**src/design/mac_ctrl_defs.svh**
```systemverilog
// Offsets, field positions, reset values and timing counts of the MAC control block
`ifndef MAC_CTRL_DEFS_SVH
`define MAC_CTRL_DEFS_SVH

// Register indices; the byte address on the bus is four times the index
`define REG_IDX_W 6
`define REG_IDX_CONTROL 6'h01
`define REG_IDX_ADDR_UPPER 6'h02
`define REG_IDX_STATUS 6'h08

// Control register fields
`define CTRL_RX_ENABLE_BIT 2
`define CTRL_TX_ENABLE_BIT 3
`define CTRL_DEFER_CHECK_BIT 5
`define CTRL_RST 32'h00000000
`define CTRL_WR_MASK 32'h0000002c

// Upper station address register
`define ADDR_UPPER_RST 32'h0000fff
`define ADDR_UPPER_FIELD_W 16

// Status register fields
`define STAT_INIT_BUSY_BIT 0
`define STAT_DEFER_ABORT_BIT 1
`define STAT_DEFERRING_BIT 2
`define STAT_TX_FIFO_FULL_BIT 3
`define STAT_UPPER_MATCH_BIT 4

// EEPROM byte locations of the upper address
`define EE_ADDR_UPPER_LO 8'h05
`define EE_ADDR_UPPER_HI 8'h06

// Received destination byte positions, counted from zero
`define RX_POS_UPPER_LO 3'h4
`define RX_POS_UPPER_HI 3'h5

// Deferral limit in bit times and line-rate timing
`define DEFER_LIMIT_BITS 24288
`define DEFER_CNT_W 20
`define CLK_RATE_MBPS 100
`define LINE_RATE_SLOW_MBPS 10
`define LINE_RATE_FAST_MBPS 100
`define CYC_PER_BIT_SLOW (`CLK_RATE_MBPS / `LINE_RATE_SLOW_MBPS)
`define CYC_PER_BIT_FAST (`CLK_RATE_MBPS / `LINE_RATE_FAST_MBPS)
`define BIT_DIV_W 4

// Transmit buffer
`define TX_FIFO_DEPTH 8

`endif

```
**src/design/mac_ctrl_pkg.sv**
```systemverilog
// Types shared by the MAC control block
package mac_ctrl_pkg;

   typedef struct packed {
      logic [7:0] data;
      logic last;
   } beat_s;

   typedef enum logic [2:0] {
      TX_IDLE,
      TX_DEFER,
      TX_SEND,
      TX_BACKOFF,
      TX_DROP
   } tx_state_e;

endpackage : mac_ctrl_pkg

```
**src/design/sync_fifo.sv**
```systemverilog
// Synchronous FIFO with valid/ready on both sides
`timescale 1ns/100ps
`default_nettype none
module sync_fifo #(
   parameter int WIDTH = 9,
   parameter int DEPTH = 8
) (
   input wire logic clk,
   input wire logic srst,
   input wire logic inValid,
   output logic inReady,
   input wire logic [WIDTH-1:0] inData,
   output logic outValid,
   input wire logic outReady,
   output logic [WIDTH-1:0] outData
);
   localparam int AW = $clog2(DEPTH);
   localparam logic [AW:0] FULL_CNT = DEPTH[AW:0];
   localparam logic [AW-1:0] LAST_PTR = AW'(DEPTH - 1);

   logic [WIDTH-1:0] mem_ff [DEPTH];
   logic [AW-1:0] wrPtr_ff, nxt_wrPtr;
   logic [AW-1:0] rdPtr_ff, nxt_rdPtr;
   logic [AW:0] cnt_ff, nxt_cnt;
   logic push;
   logic pop;

   assign inReady = (cnt_ff != FULL_CNT);
   assign outValid = (cnt_ff != '0);
   assign outData = mem_ff[rdPtr_ff];
   assign push = inValid & inReady;
   assign pop = outValid & outReady;

   always_comb begin
      nxt_wrPtr = wrPtr_ff;
      nxt_rdPtr = rdPtr_ff;
      nxt_cnt = cnt_ff;
      if (push) begin
         nxt_wrPtr = (wrPtr_ff == LAST_PTR) ? '0 : wrPtr_ff + 1'b1;
      end
      if (pop) begin
         nxt_rdPtr = (rdPtr_ff == LAST_PTR) ? '0 : rdPtr_ff + 1'b1;
      end
      if (push && !pop) begin
         nxt_cnt = cnt_ff + 1'b1;
      end else if (pop && !push) begin
         nxt_cnt = cnt_ff - 1'b1;
      end
   end

   always_ff @(posedge clk) begin
      if (srst) begin
         wrPtr_ff <= '0;
         rdPtr_ff <= '0;
         cnt_ff <= '0;
      end else begin
         wrPtr_ff <= nxt_wrPtr;
         rdPtr_ff <= nxt_rdPtr;
         cnt_ff <= nxt_cnt;
      end
   end

   // Storage needs no reset; only slots behind the count are ever read
   always_ff @(posedge clk) begin
      if (push) begin
         mem_ff[wrPtr_ff] <= inData;
      end
   end
endmodule : sync_fifo
`default_nettype wire

```
**src/design/bit_time_tick.sv**
```systemverilog
// One-cycle enable per bit time at the negotiated line rate
`timescale 1ns/100ps
`default_nettype none
`include "mac_ctrl_defs.svh"
module bit_time_tick (
   input wire logic clk,
   input wire logic srst,
   input wire logic speedFast,
   output logic bitTick
);
   localparam logic [`BIT_DIV_W-1:0] SLOW_LAST = `BIT_DIV_W'(`CYC_PER_BIT_SLOW - 1);
   localparam logic [`BIT_DIV_W-1:0] FAST_LAST = `BIT_DIV_W'(`CYC_PER_BIT_FAST - 1);

   logic [`BIT_DIV_W-1:0] div_ff, nxt_div;
   logic [`BIT_DIV_W-1:0] lastVal;

   assign lastVal = speedFast ? FAST_LAST : SLOW_LAST;
   assign bitTick = (div_ff >= lastVal);

   always_comb begin
      nxt_div = bitTick ? '0 : div_ff + 1'b1;
   end

   always_ff @(posedge clk) begin
      if (srst) begin
         div_ff <= '0;
      end else begin
         div_ff <= nxt_div;
      end
   end
endmodule : bit_time_tick
`default_nettype wire

```
**src/design/mac_txrx_ctrl.sv**
```systemverilog
// MAC transmit/receive enables, deferral limit and upper station address with Avalon-MM registers
//
// Notes on behaviour
// With deferral check set, abort the attempt after deferring over 24288 bit times.
// Deferral counting starts only when a frame is ready but carrier blocks it.
// Each new deferral restarts the timer from zero; time never accumulates.
// With deferral check clear, wait for a free medium without limit.
// Transmit enable set sends buffered frames; cleared, no frame starts.
// Receive enable set accepts PHY frames; cleared, no frames are accepted.
// Upper address register holds address bits 47..32 in 15..0; 31..16 reserved.
// At power-on a programmed EEPROM loads the upper address field.
// EEPROM location 0x05 loads the low byte, 0x06 the high byte.
// Field undefined until the load; host writes accepted after initialization.
// Received byte five matches the low byte, byte six the high byte.
// Deferral counter advances once per bit time at 10 or 100 Mb/s.
`timescale 1ns/100ps
`default_nettype none
`include "mac_ctrl_defs.svh"
module mac_txrx_ctrl #(
   parameter logic [`DEFER_CNT_W-1:0] DEFER_LIMIT = `DEFER_CNT_W'(`DEFER_LIMIT_BITS)
) (
   input wire logic clk,
   input wire logic srst,
   // Avalon-MM slave, byte addressed
   input wire logic [7:0] avs_address,
   input wire logic avs_read,
   input wire logic avs_write,
   input wire logic [31:0] avs_writedata,
   input wire logic [3:0] avs_byteenable,
   output logic [31:0] avs_readdata,
   output logic avs_waitrequest,
   // EEPROM controller load stream
   input wire logic eeLoadActive,
   input wire logic eeByteValid,
   input wire logic [7:0] eeByteAddr,
   input wire logic [7:0] eeByteData,
   // PHY status
   input wire logic speedFast,
   input wire logic carrierSense,
   input wire logic backoffActive,
   // Host-side transmit stream into the buffer
   input wire logic txInValid,
   output logic txInReady,
   input wire mac_ctrl_pkg::beat_s txIn,
   // Transmit stream toward the PHY
   output logic txOutValid,
   input wire logic txOutReady,
   output mac_ctrl_pkg::beat_s txOut,
   output logic txAbort,
   // Receive stream from the PHY
   input wire logic rxInValid,
   input wire mac_ctrl_pkg::beat_s rxIn,
   // Receive stream toward the host buffer
   output logic rxOutValid,
   output mac_ctrl_pkg::beat_s rxOut,
   output logic rxUpperMatch
);
   // Register bus
   logic ack_ff, nxt_ack;
   logic [31:0] rdData_ff, nxt_rdData;
   logic [31:0] ctrl_ff, nxt_ctrl;
   logic [`ADDR_UPPER_FIELD_W-1:0] addrUpper_ff, nxt_addrUpper;
   logic abortSticky_ff, nxt_abortSticky;
   logic [`REG_IDX_W-1:0] regIdx;
   logic [31:0] laneMask;
   logic [31:0] readMux;
   logic [31:0] addrUpperWord;
   logic [31:0] statusWord;
   logic busReq;
   logic wrStrobe;
   logic initBusy;
   logic txEnable;
   logic rxEnable;
   logic deferCheck;

   // Transmit path
   mac_ctrl_pkg::tx_state_e txState_ff, nxt_txState;
   logic [`DEFER_CNT_W-1:0] deferCnt_ff, nxt_deferCnt;
   logic bitTick;
   logic fifoValid;
   logic fifoReady;
   logic fifoFull;
   mac_ctrl_pkg::beat_s fifoBeat;

   // Receive path
   logic rxInFrame_ff, nxt_rxInFrame;
   logic rxPass_ff, nxt_rxPass;
   logic [2:0] rxPos_ff, nxt_rxPos;
   logic loMatch_ff, nxt_loMatch;
   logic rxMatch_ff, nxt_rxMatch;
   logic rxOutValid_ff, nxt_rxOutValid;
   mac_ctrl_pkg::beat_s rxOut_ff, nxt_rxOut;
   logic rxPassNow;

   assign regIdx = avs_address[7:2];
   assign initBusy = eeLoadActive;
   assign txEnable = ctrl_ff[`CTRL_TX_ENABLE_BIT];
   assign rxEnable = ctrl_ff[`CTRL_RX_ENABLE_BIT];
   assign deferCheck = ctrl_ff[`CTRL_DEFER_CHECK_BIT];
   assign laneMask = {{8{avs_byteenable[3]}}, {8{avs_byteenable[2]}},
                      {8{avs_byteenable[1]}}, {8{avs_byteenable[0]}}};
   assign addrUpperWord = {16'h0000, addrUpper_ff};
   assign statusWord = {27'h0000000, rxMatch_ff, fifoFull,
                        (txState_ff == mac_ctrl_pkg::TX_DEFER), abortSticky_ff, initBusy};

   // One wait state per access; held off entirely while the EEPROM load runs
   assign busReq = (avs_read | avs_write) & ~initBusy;
   assign avs_waitrequest = (avs_read | avs_write) & ~ack_ff;
   assign avs_readdata = rdData_ff;
   assign wrStrobe = avs_write & ack_ff;

   always_comb begin
      case (regIdx)
         `REG_IDX_CONTROL: readMux = ctrl_ff;
         `REG_IDX_ADDR_UPPER: readMux = addrUpperWord;
         `REG_IDX_STATUS: readMux = statusWord;
         default: readMux = 32'h00000000;
      endcase
   end

   always_comb begin
      nxt_ack = busReq & ~ack_ff;
      nxt_rdData = rdData_ff;
      if (busReq && !ack_ff && avs_read) begin
         nxt_rdData = readMux;
      end
      nxt_ctrl = ctrl_ff;
      nxt_addrUpper = addrUpper_ff;
      nxt_abortSticky = abortSticky_ff;
      if (wrStrobe && regIdx == `REG_IDX_CONTROL) begin
         nxt_ctrl = ((ctrl_ff & ~laneMask) | (avs_writedata & laneMask)) & `CTRL_WR_MASK;
      end
      if (wrStrobe && regIdx == `REG_IDX_ADDR_UPPER) begin
         nxt_addrUpper = (addrUpper_ff & ~laneMask[15:0]) | (avs_writedata[15:0] & laneMask[15:0]);
      end
      if (wrStrobe && regIdx == `REG_IDX_STATUS && avs_byteenable[0]
          && avs_writedata[`STAT_DEFER_ABORT_BIT]) begin
         nxt_abortSticky = 1'b0;
      end
      // A new abort in the clearing cycle wins
      if (txAbort) begin
         nxt_abortSticky = 1'b1;
      end
      if (eeByteValid && eeByteAddr == `EE_ADDR_UPPER_LO) begin
         nxt_addrUpper[7:0] = eeByteData;
      end
      if (eeByteValid && eeByteAddr == `EE_ADDR_UPPER_HI) begin
         nxt_addrUpper[15:8] = eeByteData;
      end
   end

   always_ff @(posedge clk) begin
      if (srst) begin
         ack_ff <= 1'b0;
         rdData_ff <= 32'h00000000;
         ctrl_ff <= `CTRL_RST;
         addrUpper_ff <= `ADDR_UPPER_FIELD_W'(`ADDR_UPPER_RST);
         abortSticky_ff <= 1'b0;
      end else begin
         ack_ff <= nxt_ack;
         rdData_ff <= nxt_rdData;
         ctrl_ff <= nxt_ctrl;
         addrUpper_ff <= nxt_addrUpper;
         abortSticky_ff <= nxt_abortSticky;
      end
   end

   sync_fifo #(
      .WIDTH($bits(mac_ctrl_pkg::beat_s)),
      .DEPTH(`TX_FIFO_DEPTH)
   ) u_tx_fifo (
      .clk(clk),
      .srst(srst),
      .inValid(txInValid),
      .inReady(txInReady),
      .inData(txIn),
      .outValid(fifoValid),
      .outReady(fifoReady),
      .outData(fifoBeat)
   );

   assign fifoFull = ~txInReady;

   bit_time_tick u_bit_tick (
      .clk(clk),
      .srst(srst),
      .speedFast(speedFast),
      .bitTick(bitTick)
   );

   assign txOut = fifoBeat;
   assign txOutValid = (txState_ff == mac_ctrl_pkg::TX_SEND) & fifoValid;
   assign fifoReady = ((txState_ff == mac_ctrl_pkg::TX_SEND) & txOutReady)
                      | (txState_ff == mac_ctrl_pkg::TX_DROP);

   always_comb begin
      nxt_txState = txState_ff;
      nxt_deferCnt = deferCnt_ff;
      txAbort = 1'b0;
      case (txState_ff)
         mac_ctrl_pkg::TX_IDLE: begin
            nxt_deferCnt = '0;
            if (txEnable && fifoValid) begin
               nxt_txState = carrierSense ? mac_ctrl_pkg::TX_DEFER : mac_ctrl_pkg::TX_SEND;
            end
         end
         mac_ctrl_pkg::TX_DEFER: begin
            if (bitTick) begin
               nxt_deferCnt = deferCnt_ff + 1'b1;
            end
            if (!txEnable) begin
               nxt_txState = mac_ctrl_pkg::TX_IDLE;
            end else if (!carrierSense) begin
               nxt_txState = mac_ctrl_pkg::TX_SEND;
            end else if (deferCheck && deferCnt_ff > DEFER_LIMIT) begin
               txAbort = 1'b1;
               nxt_txState = mac_ctrl_pkg::TX_DROP;
            end
         end
         mac_ctrl_pkg::TX_SEND: begin
            // A frame once started is finished even if transmit is disabled meanwhile
            if (backoffActive) begin
               nxt_txState = mac_ctrl_pkg::TX_BACKOFF;
            end else if (fifoValid && txOutReady && fifoBeat.last) begin
               nxt_txState = mac_ctrl_pkg::TX_IDLE;
            end
         end
         mac_ctrl_pkg::TX_BACKOFF: begin
            // Passing through idle restarts any later deferral from zero
            if (!backoffActive) begin
               nxt_txState = mac_ctrl_pkg::TX_IDLE;
            end
         end
         mac_ctrl_pkg::TX_DROP: begin
            if (fifoValid && fifoBeat.last) begin
               nxt_txState = mac_ctrl_pkg::TX_IDLE;
            end
         end
         default: begin
            nxt_txState = mac_ctrl_pkg::TX_IDLE;
         end
      endcase
   end

   always_ff @(posedge clk) begin
      if (srst) begin
         txState_ff <= mac_ctrl_pkg::TX_IDLE;
         deferCnt_ff <= '0;
      end else begin
         txState_ff <= nxt_txState;
         deferCnt_ff <= nxt_deferCnt;
      end
   end

   // Enable is sampled at a frame's first byte so frames are never cut short
   assign rxPassNow = rxInFrame_ff ? rxPass_ff : rxEnable;

   always_comb begin
      nxt_rxInFrame = rxInFrame_ff;
      nxt_rxPass = rxPass_ff;
      nxt_rxPos = rxPos_ff;
      nxt_loMatch = loMatch_ff;
      nxt_rxMatch = rxMatch_ff;
      nxt_rxOutValid = 1'b0;
      nxt_rxOut = rxOut_ff;
      if (rxInValid) begin
         nxt_rxPass = rxPassNow;
         nxt_rxInFrame = ~rxIn.last;
         nxt_rxOutValid = rxPassNow;
         if (rxPassNow) begin
            nxt_rxOut = rxIn;
         end
         if (!rxInFrame_ff) begin
            nxt_rxPos = 3'h1;
            nxt_rxMatch = 1'b0;
         end else if (rxPos_ff != 3'h7) begin
            nxt_rxPos = rxPos_ff + 1'b1;
         end
         if (rxInFrame_ff && rxPos_ff == `RX_POS_UPPER_LO) begin
            nxt_loMatch = (rxIn.data == addrUpper_ff[7:0]);
         end
         if (rxInFrame_ff && rxPos_ff == `RX_POS_UPPER_HI) begin
            nxt_rxMatch = loMatch_ff & (rxIn.data == addrUpper_ff[15:8]);
         end
         if (rxIn.last) begin
            nxt_rxPos = 3'h0;
         end
      end
   end

   always_ff @(posedge clk) begin
      if (srst) begin
         rxInFrame_ff <= 1'b0;
         rxPass_ff <= 1'b0;
         rxPos_ff <= 3'h0;
         loMatch_ff <= 1'b0;
         rxMatch_ff <= 1'b0;
         rxOutValid_ff <= 1'b0;
         rxOut_ff <= '0;
      end else begin
         rxInFrame_ff <= nxt_rxInFrame;
         rxPass_ff <= nxt_rxPass;
         rxPos_ff <= nxt_rxPos;
         loMatch_ff <= nxt_loMatch;
         rxMatch_ff <= nxt_rxMatch;
         rxOutValid_ff <= nxt_rxOutValid;
         rxOut_ff <= nxt_rxOut;
      end
   end

   assign rxOutValid = rxOutValid_ff;
   assign rxOut = rxOut_ff;
   assign rxUpperMatch = rxMatch_ff;
endmodule : mac_txrx_ctrl
`default_nettype wire

```
**config.mk**
```make
export PLATFORM = sky130hd
export DESIGN_NAME = mac_txrx_ctrl
export DESIGN_NICKNAME = d
export VERILOG_FILES = /design/src/design/mac_ctrl_pkg.sv /design/src/design/sync_fifo.sv /design/src/design/bit_time_tick.sv /design/src/design/mac_txrx_ctrl.sv
export VERILOG_INCLUDE_DIRS = /design/src /design/src/design
export SDC_FILE = /design/constraint.sdc
export NUM_CORES = 1
export LEC_CHECK = 0
export ABC_AREA = 1
export CORE_MARGIN = 2
export CORE_UTILIZATION = 56
export CTS_CLUSTER_DIAMETER = 80
export DETAILED_ROUTE_END_ITERATION = 8
export DONT_BUFFER_PORTS = 1
export PLACE_DENSITY = 0.71
export SYNTH_ARGS = -nofsm -noshare
export SYNTH_HDL_FRONTEND = slang
export SYNTH_SLANG_ARGS = --single-unit
```
**constraint.sdc**
```tcl
create_clock -name clk -period 6.8 [get_ports clk]
set_input_delay 0 -clock clk [delete_from_list [all_inputs] [get_ports clk]]
set_output_delay 0 -clock clk [all_outputs]
set_load 0.005 [all_outputs]
```
## Yosys cells after proc, flatten, opt, wreduce, memory -nomap -nowiden

Memories as Yosys holds them, arrays and structs flattened. A register that Yosys moved wholly into a read port is not among the register bits.
Cells that the tools add are included.

- Magnitude comparators: 2
- Shift-type cells: 0
- Equality and inequality tests: 25
- Add/subtract/negate cells: 7
- Bitwise gates (word level): 24
- Multiply operators: 0
- Div/mod/pow operators: 0
- Reduce and logical (&&, ||, !) cells: 36
- Multiplexer cells: 37

Operator list:

| operator | number |
|---|---|
| case mux 16 bit (3 select lines) | 1 |
| 2-to-1 mux 3 bit | 15 |
| case mux 20 bit (2 select lines) | 1 |
| bitwise AND 16 bit | 2 |
| adder 20 x 1 -> 20 bit, second input constant | 1 |
| > comparator 20 x 15 -> 1 bit, second input constant | 1 |
| 2-to-1 mux 20 bit | 1 |
| logical AND 1 bit | 18 |
| equality test 8 x 3 -> 1 bit, second input constant | 2 |
| equality test 8 bit | 2 |
| 2-to-1 mux 16 bit | 1 |
| 2-to-1 mux 8 bit | 2 |
| NOT 16 bit | 1 |
| bitwise OR 16 bit | 1 |
| equality test 3 bit, second input constant | 5 |
| case mux 3 bit (5 select lines) | 1 |
| bitwise AND 6 bit | 2 |
| 2-to-1 mux 4 bit | 3 |
| 2-to-1 mux 1 bit | 11 |
| AND reduction 2 bit | 5 |
| nonzero test 2 bit | 5 |
| adder 3 x 1 -> 3 bit, second input constant | 3 |
| bitwise AND 1 bit | 9 |
| adder 4 x 1 -> 4 bit, second input constant | 2 |
| 23 further kinds | 36 |

- Memories: 1
- Input port bits: 90
- Bits in read-only memories: 0
- Output and inout port bits: 56
- RAM bits: 72
- Latch bits: 0
- Flip-flop bits (word level): 107
- Word-level logic and storage cells: 152

Memory list:

| memory | depth | width | rd ports | clocked after Yosys merged registers in | wr ports | RTL line | text |
|---|---|---|---|---|---|---|---|
| u_tx_fifo.mem_ff | 8 | 9 | 1 | 1 | 1 | sync_fifo.sv:21 | `logic [WIDTH-1:0] mem_ff [DEPTH];` |

## Longest topological paths before layout

- Word-level depth: 7
- Depth in mapped cells: 16
- Depth with buffers taken out: 16

## Hierarchy

From an unflattened synthesis, not the netlist that was laid out.

- Cell total of the unflattened synthesis: 963
- Area, all modules: 7,950.1 sq um

By module, submodules not included:

| module | sequential area each (sq um) | times used | cells each | area each (sq um) |
|---|---|---|---|---|
| mac_txrx_ctrl | 1,541.5 | 1 | 603 | 4,126.5 |
| sync_fifo | 2,422.3 | 1 | 334 | 3,613.5 |
| bit_time_tick | 80.1 | 1 | 26 | 210.2 |

## Worst setup path before layout

OpenSTA, ideal clock, no wires.

- Path kind: flip-flop to flip-flop
- Start: reg txState_ff[1]
- End: reg u_tx_fifo.cnt_ff[3]
- Path buffers: 0
- Arrival time: 2,020 ps
- Cell stages (with the launch flop): 17
- Data required time: 6,681 ps
- Clock period less this slack: 2,140 ps
- Slack: 4,660 ps
- Setup time: 119 ps
- Path through: dfxtp_1 -> inv_2 -> nor3_1 -> inv_1 -> o21bai_1 -> nand2_1 -> ha_1 -> inv_1 -> ha_1 -> nand2_1 -> nand2_1 -> a21oi_1 -> nor2_1 -> nor2_1 -> nand2_1 -> o21ai_0 -> a21oi_1

- Word-level cells in the longest chain between the ends: 7
- Elaborated cells between the ends (all ways): 10
- Classes of those cells: eq/ne: 2; mux: 1; bitwise: 3; reduce/logical: 4

Ends and longest elaborated chain:

| item | RTL line | text |
|---|---|---|
| from (decl) | mac_txrx_ctrl.sv:77 | `mac_ctrl_pkg::tx_state_e txState_ff, nxt_txState;` |
| from (signal assigned) | mac_txrx_ctrl.sv:247 | `txState_ff <= mac_ctrl_pkg::TX_IDLE;` |
| from (signal assigned) | mac_txrx_ctrl.sv:250 | `txState_ff <= nxt_txState;` |
| equality test 3 x 2 -> 1 bit | mac_txrx_ctrl.sv:193 | `assign fifoReady = ((txState_ff == mac_ctrl_pkg::TX_SEND) & txOutReady)` |
| bitwise AND 1 bit | mac_txrx_ctrl.sv:193 |  |
| bitwise OR 1 bit * | mac_txrx_ctrl.sv:194 | `\| (txState_ff == mac_ctrl_pkg::TX_DROP);` |
| bitwise AND 1 bit * | sync_fifo.sv:32 | `assign pop = outValid & outReady;` |
| logical NOT 1 bit | sync_fifo.sv:44 | `if (push && !pop) begin` |
| logical AND 1 bit | sync_fifo.sv:44 |  |
| 2-to-1 mux 4 bit or nonzero test 2 bit (tied branches) | -- |  |
| to (signal assigned) | sync_fifo.sv:59 | `cnt_ff <= nxt_cnt;` |
| to (decl) | sync_fifo.sv:24 | `logic [AW:0] cnt_ff, nxt_cnt;` |

Every way passes the cells marked *; elsewhere a longest branch is shown, timed or not.
A chain may end at the register's enable or synchronous reset.

==> run metrics <==
core area=13900 sq um; RSZ-0062 raised after global routing=false; final worst slack=around 4.1 ns; Mapped Area=between 7000 and 8000 sq um; Worst Path Required=a little over 7 ns; Root Driver=clkbuf_16; pin count of the biggest net entering global routing=44; crit-path cells=inv_1 > o22ai_1 > a221oi_1 > dlygate4sd3_1 > nand4_1 > dlygate4sd3_1 > a21oi_1 > dlygate4sd3_1; FP Rows=43; pwr/cell area=about 280 nW/um^2; Compound-Gate Fraction of Synth Area=between 10% and 20%; Sinks on Clock Net=166; die width=123 um; final wirelength=~19 mm; vias in the first global route=about 6100; Tot GR Track Use=25.6%; Max clock buf depth=2; XOR/XNOR share of the synthesized area=about 1.9%; mux cell area share after synthesis=0.142%; nets=roughly 1100; area of the multi-input gates=roughly 3300 sq um; status=completed; synth top area cells=edfxtp_1 27%, dfxtp_1 24%, nand2_1 7.3%, nor2_1 5.8%, inv_1 4.4%; Vias=6544; hold path startpoint=backoffActive; initial antenna violation count=2; Fillers=between 1000 and 1500; most frequent cells in the layout=155 x nand2_1, 123 x nor2_1, 94 x inv_1, 94 x dfxtp_1; R2R depth=8; combinational power share=17.4%; biggest area consumer among synthesized cells=edfxtp_1; HPWL after DPL=between 10 and 15 mm; Synth warnings=0; share of layout cells above drive strength 1=~6.7%; Area Growth Syn to Fin=17.3%; Adder-Cell Fraction of Synth Area=2.78%; worst reg2reg endpoint=loMatch_ff$_SDFFE_PP0P_; # DRC=0; Critical Path Sink=loMatch_ff$_SDFFE_PP0P_; Clock power frac=between 30% and 40%; Syn Area/Cell=approximately 8.4 sq um; GPL Wtd Cong=about 0.93; Clk pin slew, worst setup/hold paths=0.07 ns; sw power=approximately 0.00075 W; Final ANT Viol Nets=0; Critical-path top delay cell=dlygate4sd3_1; peak per-stage delay on the critical path=between 0.5 and 0.6 ns; Max-slew headroom=between 20% and 30%; P_leak=about 3.7 nW; pre-CTS setup slack=4.34 ns; count of final setup violators=0; CTS H-tree depth=4; Startpoint Class=flop; final period utilization=between 30% and 40%; Via density=approximately 5.5; most common cell after layout, fill and taps aside=nand2_1; Layout Skew=between 0.005 and 0.006 ns; Setup crit end kind=flop; Yosys top cell area share=27.3%; number of max-cap violations=0; Crit path arrival time=between 3 and 4 ns; first-pass GRT wire length=just under 30 mm; die footprint=between 15000 and 20000 sq um; Min Hold Slack=~0.021 ns; Setup TNS=0 ns; sequential element share of the synthesized area=between 50% and 60%; largest family of logic cells by synthesized area=simple AND/OR/NAND/NOR gates; number of buffers created by CTS=17; IO Count=about 150; fmax=approximately 0.38 GHz; Syn Inst Count=between 900 and 1000; Resize count post-CTS=0; TritonRoute pass-1 iters=5; most frequent cell on the critical path=dlygate4sd3_1; sequential share of power=a little over two fifths; Tmin final=2.66 ns; Slew Limit Fails=0; starting density of the core=roughly 57%; crit-path max FO=3; switching share of power=around 29%; synthesis-stage register bit count=approximately 170; PnR Total Power=0.00262 W; hold crit path type=primary input to flop; IO buf count=0; number of distinct library cells after synthesis=between 50 and 60; register area=about 4000 sq um; worst slew pin tran=approximately 1.1 ns; initial detailed-routing violation count=514; grt ovf=0; Worst VDD drop=roughly 0.20 mV; register-to-register setup slack=just over 4 ns; wire per inst=15.8 um; Simple-Gate Fraction of Synth Area=between 20 and 25%; clk_lat worst skew=around 0.42 ns; cell-internal power=~0.0019 W; critical setup path kind=flop to flop; Die Y=between 100 and 150 um; Fin. Hold Viols=0; CTS tree=built
[cell usage after synthesis, drive strengths merged]
library cell  instances
o22ai                11
o21ai                70
buf                  31
or2                   3
o211a                 1
nor2                130
and3                  1
a221oi                1
nand3                66
nor4                  1
nand2               160
a21oi                64
a22o                  2
xor2                 14
and2                  1
clkinv                1
a21boi                1
inv                 101
o31ai                 1
o21bai                1
o221ai                2
conb                  1
nand3b                1
o211ai               14
clkbuf               18
a31oi                14
a211oi                3
nor3                 21
nor3b                 1
ha                   16
fa                    1
nand4                14
mux2                  1
dfxtp                94
edfxtp               72
xnor2                 3
a21o                  2
[critical path, delay by kind of cell (launching register included)]
kind	cells	cell delay, ns
simple gates	1	0.07
flops	1	0.31
buf+inv	4	1.82
compound gates	3	0.42
[area by class of cell]
class / instances / share of cell area, %
flip-flops and latches: 166 / 43.5
multi-input cells: 637 / 35.2
repair buffers: 74 / 8.04
clock buffers: 17 / 4.57
inverters: 102 / 4.14
well taps: 180 / 2.42
clock inverters: 15 / 2.18
diodes: 1 / 0.0269
[logic make-up (layout without fill, tap and decap cells)]
family,count (synthesis),count (layout)
multiplexers,1,1
XOR/XNOR,17,17
adder cells (fa/ha/maj),17,17
other,1,17
AND/OR/NAND/NOR,399,399
buffers and inverters,151,208
AO/OA/AOI/OAI,187,187
flip-flops,166,166
[power groups by stage]
stage / Combinational (W) / Clock (W) / Sequential, W
finish: 0.000455 / 0.00102 / 0.00114
global route: 0.000523 / 0.00107 / 0.00115
CTS: 0.000459 / 0.00103 / 0.00114
detailed placement: 0.000417 / 0 / 0.00116
global placement: 0.000410 / 0 / 0.00116
floorplan: 0.000352 / 0 / 0.00115
[what timing repair did]
| item | in CTS | in global routing |
|---|---|---|
| endpoints found under the setup margin | 0 | 0 |
| hold buffers | 73 | 0 |
| endpoints found under the hold margin | 159 | 0 |
| setup buffers | 0 | 0 |
[worst min path at each step]
stage,to,slack [ns],depth (start not counted)
floorplan,rxInFrame_ff$_SDFFE_PP0P_,0.09,1
global placement,rxPass_ff$_SDFFE_PP0P_,0.08,1
detailed placement,rxPos_ff[0]$_SDFFE_PP0P_,0.08,1
CTS,flop,0.003,3
global route,flop,0.03,3
finish,txState_ff[0]$_SDFFE_PP0P_,0.02,6
[stage by stage]
stage               std cells  util (%)  cell area (sq um)
floorplan                 954         -               7990
global placement         1086      57.1               7930
CTS                      1191      67.0               9300
global route             1192      67.0               9300
finish                   1192      67.0               9300
detailed placement       1086      57.1               7930
[routing by layer]
layer / share of wire, % / track usage [%]
met5: 0.069 / 0
met1: 42 / 31.1
met2: 49 / 43.0
met4: 2.3 / 10.5
met3: 6.0 / 6.96
(Power assumes the default switching activity.)
